`src/logic/serial_host_port_pkg.sv`:
```
// Shared constants for the serial host register port.
package serial_host_port_pkg;
  localparam int          CLK_HZ          = 50000000;
  localparam int          RESET_MIN_NS    = 40;
  localparam int          RESET_MIN_CYC   = (RESET_MIN_NS * (CLK_HZ / 1000000) + 999) / 1000;
  localparam logic [6:0]  I2C_ADDR_BASE   = 7'h30;
  localparam int          CTRL_RW_BIT     = 7;
  localparam int          CTRL_REG_HI     = 6;
  localparam int          CTRL_REG_LO     = 3;
  localparam int          CTRL_CH_HI      = 2;
  localparam int          CTRL_CH_LO      = 1;
  localparam logic [1:0]  CH_FIRST        = 2'h0;
  localparam logic [1:0]  CH_SECOND       = 2'h1;
  localparam int          FIFO_DEPTH      = 64;
  localparam int          LEVEL_W         = 7;
  localparam logic [3:0]  REG_HOLDING     = 4'h0;
  localparam logic [3:0]  REG_FIFO_CTRL   = 4'h2;
  localparam logic [7:0]  FIFO_CTRL_RESET = 8'h00;
  localparam int          FIFO_EN_BIT     = 0;
endpackage : serial_host_port_pkg

```
`src/logic/edge_sync.sv`:
```
// Three-stage synchroniser with agreement-based change detection and edge pulses.
`timescale 1ns/10ps
module edge_sync (
  input  wire logic clk_sys,
  input  wire logic rstn,
  input  wire logic din,
  output logic      level,
  output logic      rise,
  output logic      fall
);
  logic [2:0] stage_reg;

  always_ff @(posedge clk_sys or negedge rstn) begin
    if (!rstn) begin
      stage_reg <= 3'h7;
    end else begin
      stage_reg <= {stage_reg[1:0], din};
    end
  end

  // The filtered level only changes once the second and third stages agree.
  always_ff @(posedge clk_sys or negedge rstn) begin
    if (!rstn) begin
      level <= 1'b1;
      rise  <= 1'b0;
      fall  <= 1'b0;
    end else begin
      rise <= 1'b0;
      fall <= 1'b0;
      if (stage_reg[1] == stage_reg[2] && stage_reg[2] != level) begin
        level <= stage_reg[2];
        rise  <= stage_reg[2];
        fall  <= ~stage_reg[2];
      end
    end
  end
endmodule // edge_sync

```
`src/logic/serial_host_register_port.sv`:
```
// Serial host register port: I2C or SPI target decoding control bytes into register accesses.
`timescale 1ns/10ps
module serial_host_register_port
  import serial_host_port_pkg::*;
(
  input  wire logic                 clk_sys,
  input  wire logic                 rstn,
  input  wire logic                 ifaceSelI2c,
  input  wire logic [1:0]           addr_strap_hi,
  input  wire logic [1:0]           addr_strap_lo,
  input  wire logic                 sclIn,
  input  wire logic                 sdaIn,
  output logic                      sdaOut,
  output logic                      sdaOe_n,
  input  wire logic                 chipSel_n,
  input  wire logic                 slaveIn,
  output logic                      slaveOut,
  output logic                      regWrite,
  output logic                      regRead,
  output logic [0:0]                regChan,
  output logic [3:0]                regAddr,
  output logic [7:0]                regWdata,
  input  wire logic [7:0]           regRdata,
  input  wire logic [1:0]           txFull,
  input  wire logic                 rs485Auto,
  input  wire logic                 txHoldEmpty,
  input  wire logic                 txAllEmpty,
  input  wire logic [LEVEL_W-1:0]   txLevel,
  input  wire logic [LEVEL_W-1:0]   txTrigger,
  input  wire logic [LEVEL_W-1:0]   rxLevel,
  input  wire logic [LEVEL_W-1:0]   rxTrigger,
  input  wire logic                 rxDataReady,
  output logic                      irq_n,
  output logic                      fifoEnable
);
  import serial_host_port_pkg::*;

  typedef enum {ST_IDLE, ST_ADDR, ST_ADDR_ACK, ST_SUB, ST_SUB_ACK, ST_WDATA, ST_WACK,
                ST_RDATA, ST_RACK, ST_IGNORE} i2c_state_e;

  // Strap code: 0 supply, 1 ground, 2 clock, 3 data; the high pin reads supply and clock alike.
  function automatic logic [2:0] strapBits(input logic [1:0] hiCode, input logic [1:0] loCode);
    strapBits = {hiCode[0], loCode};
  endfunction

  function automatic logic chanOk(input logic [7:0] ctrl);
    chanOk = (ctrl[CTRL_CH_HI:CTRL_CH_LO] == CH_FIRST) || (ctrl[CTRL_CH_HI:CTRL_CH_LO] == CH_SECOND);
  endfunction

  // All host-side logic runs from clk_sys with bus pins sampled; no crystal clock here.
  logic sclLvl, sclRise, sclFall;
  logic sdaLvl, sdaRise, sdaFall;
  logic csLvl, csRise, csFall;
  logic siLvl;

  edge_sync u_scl (.clk_sys(clk_sys), .rstn(rstn), .din(sclIn), .level(sclLvl), .rise(sclRise), .fall(sclFall));
  edge_sync u_sda (.clk_sys(clk_sys), .rstn(rstn), .din(sdaIn), .level(sdaLvl), .rise(sdaRise), .fall(sdaFall));
  edge_sync u_cs  (.clk_sys(clk_sys), .rstn(rstn), .din(chipSel_n), .level(csLvl), .rise(csRise), .fall(csFall));
  edge_sync u_si  (.clk_sys(clk_sys), .rstn(rstn), .din(slaveIn), .level(siLvl), .rise(), .fall());

  // Mode is captured in a clocked process after reset release, not by the reset itself.
  logic modeI2c_reg;
  logic [6:0] myAddr_reg;
  always_ff @(posedge clk_sys or negedge rstn) begin
    if (!rstn) begin
      modeI2c_reg <= 1'b0;
      myAddr_reg  <= 7'h00;
    end else begin
      modeI2c_reg <= ifaceSelI2c;
      myAddr_reg  <= I2C_ADDR_BASE | {4'h0, strapBits(addr_strap_hi, addr_strap_lo)};
    end
  end

  logic i2cStart, i2cStop;
  assign i2cStart = modeI2c_reg && sdaFall && sclLvl;
  assign i2cStop  = modeI2c_reg && sdaRise && sclLvl;

  // ---------------- SPI engine ----------------
  logic [2:0] spiBit_reg;
  logic [7:0] spiShift_reg;
  logic [7:0] spiCtrl_reg;
  logic       spiHaveCtrl_reg;
  logic [7:0] spiOut_reg;
  logic [6:0] spiCount_reg;
  logic       spiActive;
  assign spiActive = !modeI2c_reg && !csLvl;

  logic spiByteDone;
  assign spiByteDone = spiActive && sclRise && spiBit_reg == 3'h7;

  always_ff @(posedge clk_sys or negedge rstn) begin
    if (!rstn) begin
      spiBit_reg      <= 3'h0;
      spiShift_reg    <= 8'h00;
      spiCtrl_reg     <= 8'h00;
      spiHaveCtrl_reg <= 1'b0;
      spiCount_reg    <= 7'h00;
    end else if (!spiActive) begin
      spiBit_reg      <= 3'h0;
      spiHaveCtrl_reg <= 1'b0;
      spiCount_reg    <= 7'h00;
    end else if (sclRise) begin
      spiShift_reg <= {spiShift_reg[6:0], siLvl};
      spiBit_reg   <= spiBit_reg + 3'h1;
      if (spiBit_reg == 3'h7) begin
        if (!spiHaveCtrl_reg) begin
          spiCtrl_reg     <= {spiShift_reg[6:0], siLvl};
          spiHaveCtrl_reg <= 1'b1;
        end else if (spiCount_reg < 7'(FIFO_DEPTH)) begin
          spiCount_reg <= spiCount_reg + 7'h1;
        end
      end
    end
  end

  // ---------------- I2C engine ----------------
  i2c_state_e i2cState_reg;
  logic [2:0] i2cBit_reg;
  logic [7:0] i2cShift_reg;
  logic       i2cRead_reg;
  logic [7:0] i2cSub_reg;
  logic [7:0] i2cOut_reg;
  logic       i2cNack_reg;
  logic       i2cBitSeen_reg;

  always_ff @(posedge clk_sys or negedge rstn) begin
    if (!rstn) begin
      i2cState_reg <= ST_IDLE;
      i2cBit_reg   <= 3'h0;
      i2cShift_reg <= 8'h00;
      i2cRead_reg  <= 1'b0;
      i2cSub_reg   <= 8'h00;
      i2cNack_reg  <= 1'b0;
      i2cBitSeen_reg <= 1'b0;
    end else if (i2cStop || !modeI2c_reg) begin
      i2cState_reg <= ST_IDLE;
    end else if (i2cStart) begin
      i2cState_reg <= ST_ADDR;
      i2cBit_reg   <= 3'h0;
      i2cBitSeen_reg <= 1'b0;
    end else if (sclRise) begin
      case (i2cState_reg)
        ST_ADDR, ST_SUB, ST_WDATA: begin
          i2cShift_reg <= {i2cShift_reg[6:0], sdaLvl};
          i2cBit_reg   <= i2cBit_reg + 3'h1;
          i2cBitSeen_reg <= 1'b1;
        end
        ST_RACK: begin
          i2cState_reg <= sdaLvl ? ST_IGNORE : ST_RACK;
        end
        default: begin
          i2cState_reg <= i2cState_reg;
        end
      endcase
    end else if (sclFall) begin
      case (i2cState_reg)
        ST_ADDR: begin
          // The clock fall that ends a start condition comes before any bit was shifted.
          if (i2cBit_reg == 3'h0 && i2cBitSeen_reg) begin
            if (i2cShift_reg[7:1] == myAddr_reg) begin
              i2cRead_reg  <= i2cShift_reg[0];
              i2cState_reg <= ST_ADDR_ACK;
            end else begin
              i2cState_reg <= ST_IGNORE;
            end
          end
        end
        ST_ADDR_ACK: begin
          i2cState_reg <= i2cRead_reg ? ST_RDATA : ST_SUB;
        end
        ST_SUB: begin
          if (i2cBit_reg == 3'h0) begin
            i2cSub_reg   <= i2cShift_reg;
            i2cState_reg <= ST_SUB_ACK;
          end
        end
        ST_SUB_ACK: begin
          i2cState_reg <= ST_WDATA;
        end
        ST_WDATA: begin
          if (i2cBit_reg == 3'h0) begin
            i2cNack_reg  <= i2cSub_reg[CTRL_REG_HI:CTRL_REG_LO] == REG_HOLDING
                            && txFull[i2cSub_reg[CTRL_CH_LO]];
            i2cState_reg <= ST_WACK;
          end
        end
        ST_WACK: begin
          i2cState_reg <= ST_WDATA;
        end
        ST_RACK: begin
          i2cState_reg <= ST_RDATA;
        end
        ST_RDATA: begin
          if (i2cBit_reg == 3'h7) begin
            i2cState_reg <= ST_RACK;
          end
          i2cBit_reg <= i2cBit_reg + 3'h1;
        end
        default: begin
          i2cState_reg <= i2cState_reg;
        end
      endcase
    end
  end

  // ---------------- Register access strobes ----------------
  logic [7:0] ctrlByte;
  logic       isRead;
  assign ctrlByte = modeI2c_reg ? i2cSub_reg : spiCtrl_reg;
  assign isRead   = modeI2c_reg ? i2cRead_reg : spiCtrl_reg[CTRL_RW_BIT];

  logic wrPulse, rdPulse;
  assign wrPulse = (modeI2c_reg && sclFall && i2cState_reg == ST_WDATA && i2cBit_reg == 3'h0 && !i2cStart)
                 || (spiByteDone && spiHaveCtrl_reg && !spiCtrl_reg[CTRL_RW_BIT]
                     && spiCount_reg < 7'(FIFO_DEPTH));
  logic [7:0] spiCtrlNow;
  assign spiCtrlNow = spiHaveCtrl_reg ? spiCtrl_reg : {spiShift_reg[6:0], siLvl};

  // Fetch the next byte one byte period ahead; a frame cut short leaves one byte fetched but unsent.
  assign rdPulse = (modeI2c_reg && sclFall && (i2cState_reg == ST_ADDR_ACK && i2cRead_reg))
                 || (modeI2c_reg && sclRise && i2cState_reg == ST_RACK && !sdaLvl)
                 || (spiByteDone && spiCtrlNow[CTRL_RW_BIT] && spiCount_reg < 7'(FIFO_DEPTH - 1));

  always_ff @(posedge clk_sys or negedge rstn) begin
    if (!rstn) begin
      regWrite <= 1'b0;
      regRead  <= 1'b0;
      regChan  <= 1'b0;
      regAddr  <= 4'h0;
      regWdata <= 8'h00;
    end else begin
      regWrite <= 1'b0;
      regRead  <= 1'b0;
      if (wrPulse && chanOk(ctrlByte) && !(modeI2c_reg && isRead)) begin
        regWrite <= 1'b1;
        regChan  <= ctrlByte[CTRL_CH_LO];
        regAddr  <= ctrlByte[CTRL_REG_HI:CTRL_REG_LO];
        regWdata <= modeI2c_reg ? i2cShift_reg : {spiShift_reg[6:0], siLvl};
      end
      if (rdPulse && chanOk(modeI2c_reg ? ctrlByte : spiCtrlNow)) begin
        regRead <= 1'b1;
        regChan <= modeI2c_reg ? ctrlByte[CTRL_CH_LO] : spiCtrlNow[CTRL_CH_LO];
        regAddr <= modeI2c_reg ? ctrlByte[CTRL_REG_HI:CTRL_REG_LO] : spiCtrlNow[CTRL_REG_HI:CTRL_REG_LO];
      end
    end
  end

  // Read data lands one cycle after the strobe; it is latched into the shifters then.
  logic readLoad_reg;
  always_ff @(posedge clk_sys or negedge rstn) begin
    if (!rstn) begin
      readLoad_reg <= 1'b0;
    end else begin
      readLoad_reg <= regRead;
    end
  end

  always_ff @(posedge clk_sys or negedge rstn) begin
    if (!rstn) begin
      spiOut_reg <= 8'h00;
      i2cOut_reg <= 8'h00;
    end else begin
      if (readLoad_reg) begin
        spiOut_reg <= regRdata;
        i2cOut_reg <= regRdata;
      end else if (spiActive && sclFall && spiHaveCtrl_reg) begin
        spiOut_reg <= {spiOut_reg[6:0], 1'b0};
      end else if (modeI2c_reg && sclFall && i2cState_reg == ST_RDATA) begin
        i2cOut_reg <= {i2cOut_reg[6:0], 1'b0};
      end
    end
  end

  // Pin drivers: open-drain SDA pulls low only; enable low means driving.
  always_ff @(posedge clk_sys or negedge rstn) begin
    if (!rstn) begin
      sdaOut   <= 1'b1;
      sdaOe_n  <= 1'b1;
      slaveOut <= 1'b0;
    end else begin
      slaveOut <= spiActive ? spiOut_reg[7] : 1'b0;
      sdaOut   <= 1'b0;
      case (i2cState_reg)
        ST_ADDR_ACK, ST_SUB_ACK: sdaOe_n <= 1'b0;
        ST_WACK:                 sdaOe_n <= i2cNack_reg;
        ST_RDATA:                sdaOe_n <= i2cOut_reg[7];
        default:                 sdaOe_n <= 1'b1;
      endcase
    end
  end

  // FIFO enable mirror: clears at reset, follows writes to the FIFO control register.
  always_ff @(posedge clk_sys or negedge rstn) begin
    if (!rstn) begin
      fifoEnable <= FIFO_CTRL_RESET[FIFO_EN_BIT];
    end else if (wrPulse && chanOk(ctrlByte) && ctrlByte[CTRL_REG_HI:CTRL_REG_LO] == REG_FIFO_CTRL
                 && !(modeI2c_reg && isRead)) begin
      fifoEnable <= modeI2c_reg ? i2cShift_reg[FIFO_EN_BIT] : siLvl;
    end
  end

  // Interrupt pin, active low, combining transmitter and receiver requests.
  logic txReq, rxReq;
  always_comb begin
    if (fifoEnable) begin
      txReq = (txLevel < txTrigger) || (rs485Auto ? txAllEmpty : (txLevel == '0));
      rxReq = rxLevel > rxTrigger;
    end else begin
      txReq = rs485Auto ? txAllEmpty : txHoldEmpty;
      rxReq = rxDataReady;
    end
  end

  always_ff @(posedge clk_sys or negedge rstn) begin
    if (!rstn) begin
      irq_n <= 1'b1;
    end else begin
      irq_n <= ~(txReq | rxReq);
    end
  end
endmodule // serial_host_register_port

```
`config.mk`:
```
export PLATFORM = sky130hd
export DESIGN_NAME = serial_host_register_port
export DESIGN_NICKNAME = d
export VERILOG_FILES = /design/src/logic/serial_host_port_pkg.sv /design/src/logic/edge_sync.sv /design/src/logic/serial_host_register_port.sv
export SDC_FILE = /design/constraint.sdc
export NUM_CORES = 1
export LEC_CHECK = 0
export ABC_AREA = 1
export BUFFER_PORTS_ARGS = -buffer_cell sky130_fd_sc_hd__buf_4
export CAP_MARGIN = 5
export CORE_UTILIZATION = 56
export CTS_CLUSTER_SIZE = 16
export DETAILED_ROUTE_END_ITERATION = 16
export PLACE_DENSITY = 0.85
export SLEW_MARGIN = 25
export SYNTH_ARGS = -nofsm -noshare
export SYNTH_HDL_FRONTEND = slang
export SYNTH_SLANG_ARGS = --single-unit
export TNS_END_PERCENT = 100
```
`constraint.sdc`:
```
create_clock -name clk_sys -period 4.12 [get_ports clk_sys]
set_input_delay 0.824 -clock clk_sys [delete_from_list [all_inputs] [get_ports clk_sys]]
set_output_delay 0.824 -clock clk_sys [all_outputs]
set_load 0.01 [all_outputs]
```
==> impl_metrics.toml <==
[critical_path]
crit_path_start_kind = "register"
cp_max_fo = 34
critPathKind = "reg -> reg"
worstSetupEndpointType = "register"
worstPathRequired_ps = 4410
arrival_ps = 2170

[synthesis]
synth_warnings = 0
yosysSeqAreaShare_pct = 49.5
syn-mean-instance-area_um2 = 8.50
synth_cells = 666
async_flop_share_pct = 100
synth_area_leaders = "dfrtp_1 41%, nand2_1 12%, dfstp_2 8.8%, o21ai_0 5.8%, inv_1 5.2%"
yosys.area.top_type = "dfrtp_1"
synth_area_um2 = 5660
synth-edff-count = 0
synth_top_area_share_pct = 40.7
synth.distinct_cells = 48
synth_ff_type = "dfrtp_1"
synthTopCellsByCount = "177 x nand2_1, 92 x dfrtp_1, 79 x inv_1, 66 x o21ai_0, 37 x nor2_1"
syn_nets = 738
ys_seq_elements = 111
synth_most_common_cell = "nand2_1"

[grt]
grt_max_degree = 59
antenna_found_initial = 0
globalRouteTotalUtil_pct = 24.3
grtUsageMet1_pct = 30.0
grt_pass1_wl_um = 19700
grt.busiest_layer = "met2"
grt.met3_usage_pct = 4.68
met2_usage_pct = 41.9
grt-ovfl-total = 0
grt_pass1_vias = 4533

[power_and_ir_drop]
ir_drop_mv = 0.228
p_leak_nw = 3.22
p_per_area_nw_per_um2 = 414
power_w = 0.00268

[sta]
tightest_slew_ps = 724
fmax_mhz = 532
finalHoldViolations = 0
rsz0062_at_grt = "false"
fin_skew_ps = 18.3
min_period_ps = 1880
slew_violations = 0
period_share_pct = 45.6
slew_headroom_pct = 51.7
setup_viol = 0
finalSetupTns_ps = 0

[clock_network]
post_cts_buffers = 0
clock_latency_ps = 390
root_buffer = "clkbuf_8"
tritoncts = "built"
cts_buffers = 9
ctsResizeCount = 0
cts_max_level = 3
clock_path_buffers = 2
cts_sinks = 111
clkTransAtPathRegs_ps = 110
postCtsHoldBufs = 0

[die]
num_rows = 36
ios = 73
start_util_pct = 57.9
die_h_um = 103
chipWidth_um = 103
core_area_um2 = 9770
dieArea_um2 = 10500

[run_status]
status = "finished, final reports clean"

[cells_and_area]
synthToLayoutAreaGrowth_pct = 14.4
diodes = 0
nets = 809
fin_area_um2 = 6470
fill_cells = 813
drive_above_1_share_pct = 22.1

[detailed_routing]
via_per_inst = 5.33
drc = 0
first_pass_iters = 4
ant_nets = 0
drt_wl_total_um = 11800
drt_iter0_drc = 224
vias = 4661
routedWlPerCell_um = 13.5

[placed_design]
place_area_um2 = 6280
dpl.hpwl_um = 8810
io_buffers = 71
gp_congestion = 0.884

[job]
cap_violations = 0

[hold_path]
holdCritPathClass = "reg -> reg"
cell type report:
cell class	instances	area, µm²	area share (%)
flip-flops and latches	111	2800	43.3
multi-input cells	449	2410	37.2
repair buffers	74	556	8.58
inverters	92	347	5.35
well taps	133	166	2.57
clock buffers	12	155	2.40
clock inverters	4	37.5	0.580
through the flow:
stage	utilization, %	instances	worst slack (ps)	hold slack (ps)
after floorplan	-	666	2410	345
after global placement	64.2	859	2230	345
after detailed placement	64.2	859	2140	347
after CTS	66.2	875	2230	360
after global routing	66.2	875	2100	366
final	66.2	875	2240	359
final timing paths:
kind                                   start                end  slack, ps  depth (start not counted)
min                        u_cs.stage_reg[0]  u_cs.stage_reg[1]        360                          0
min in group asynchronous               rstn      i2cBit_reg[1]        480                          1
max                              modeI2c_reg         regAddr[3]       2240                         10
max reg2reg                      modeI2c_reg         regAddr[3]       2240                         10
max in group asynchronous               rstn         u_si.level       2760                          2
min reg2reg                u_cs.stage_reg[0]  u_cs.stage_reg[1]        360                          0
cells by family after synthesis:
kind of cell | synth area share [%]
DFF | 49.5
AOI/OAI and AO/OA | 13.4
other | 0.133
buffers and inverters | 7.89
adders and majority gates | 4.56
and+or+nand+nor | 24.2
muxes | 0.177
xor gates and xnor gates | 0.155
per-layer routing:
layer | vias to the layer above | part of all wire [%]
li1 | 2294 | -
met2 | 130 | 51
met3 | 29 | 4.7
met1 | 2208 | 42
met4 | 0 | 2.2
met5 | - | 0
layout by cell type, fill, tap and decap left out, types with 4 or more instances in the layout:
master    count
a21oi_1      19
buf_4        74
clkbuf_8     11
dfrtp_1      92
dfstp_2      19
ha_1         19
inv_1        79
inv_2        11
nand2_1     177
nand2_2       7
nand2_4       5
nand3_1      27
nand3_2       7
nand4_1       9
nor2_1       37
nor2_2        4
nor2_4        6
nor3_1        4
nor4_1        4
o21ai_0      66
o21ai_1      22
o21ai_2       8
power breakdown:
part,internal [W],total [W],switching [W]
clock network,0.000263,0.000653,0.000390
logic,0.000257,0.000681,0.000424
registers,0.00125,0.00135,0.0000976
total,0.00177,0.00268,0.000912
critical path, stage by stage (launching register included):
cell,delay [ps]
dfrtp_1,340
buf_4,350
nand3_2,250
nand3_1,170
o22ai_2,90
nand2_4,200
clkinv_2,130
nand2_1,70
nand2_1,50
nand2_1,60
nand2_1,50
Note: power is estimated with default switching activity, not from simulation.
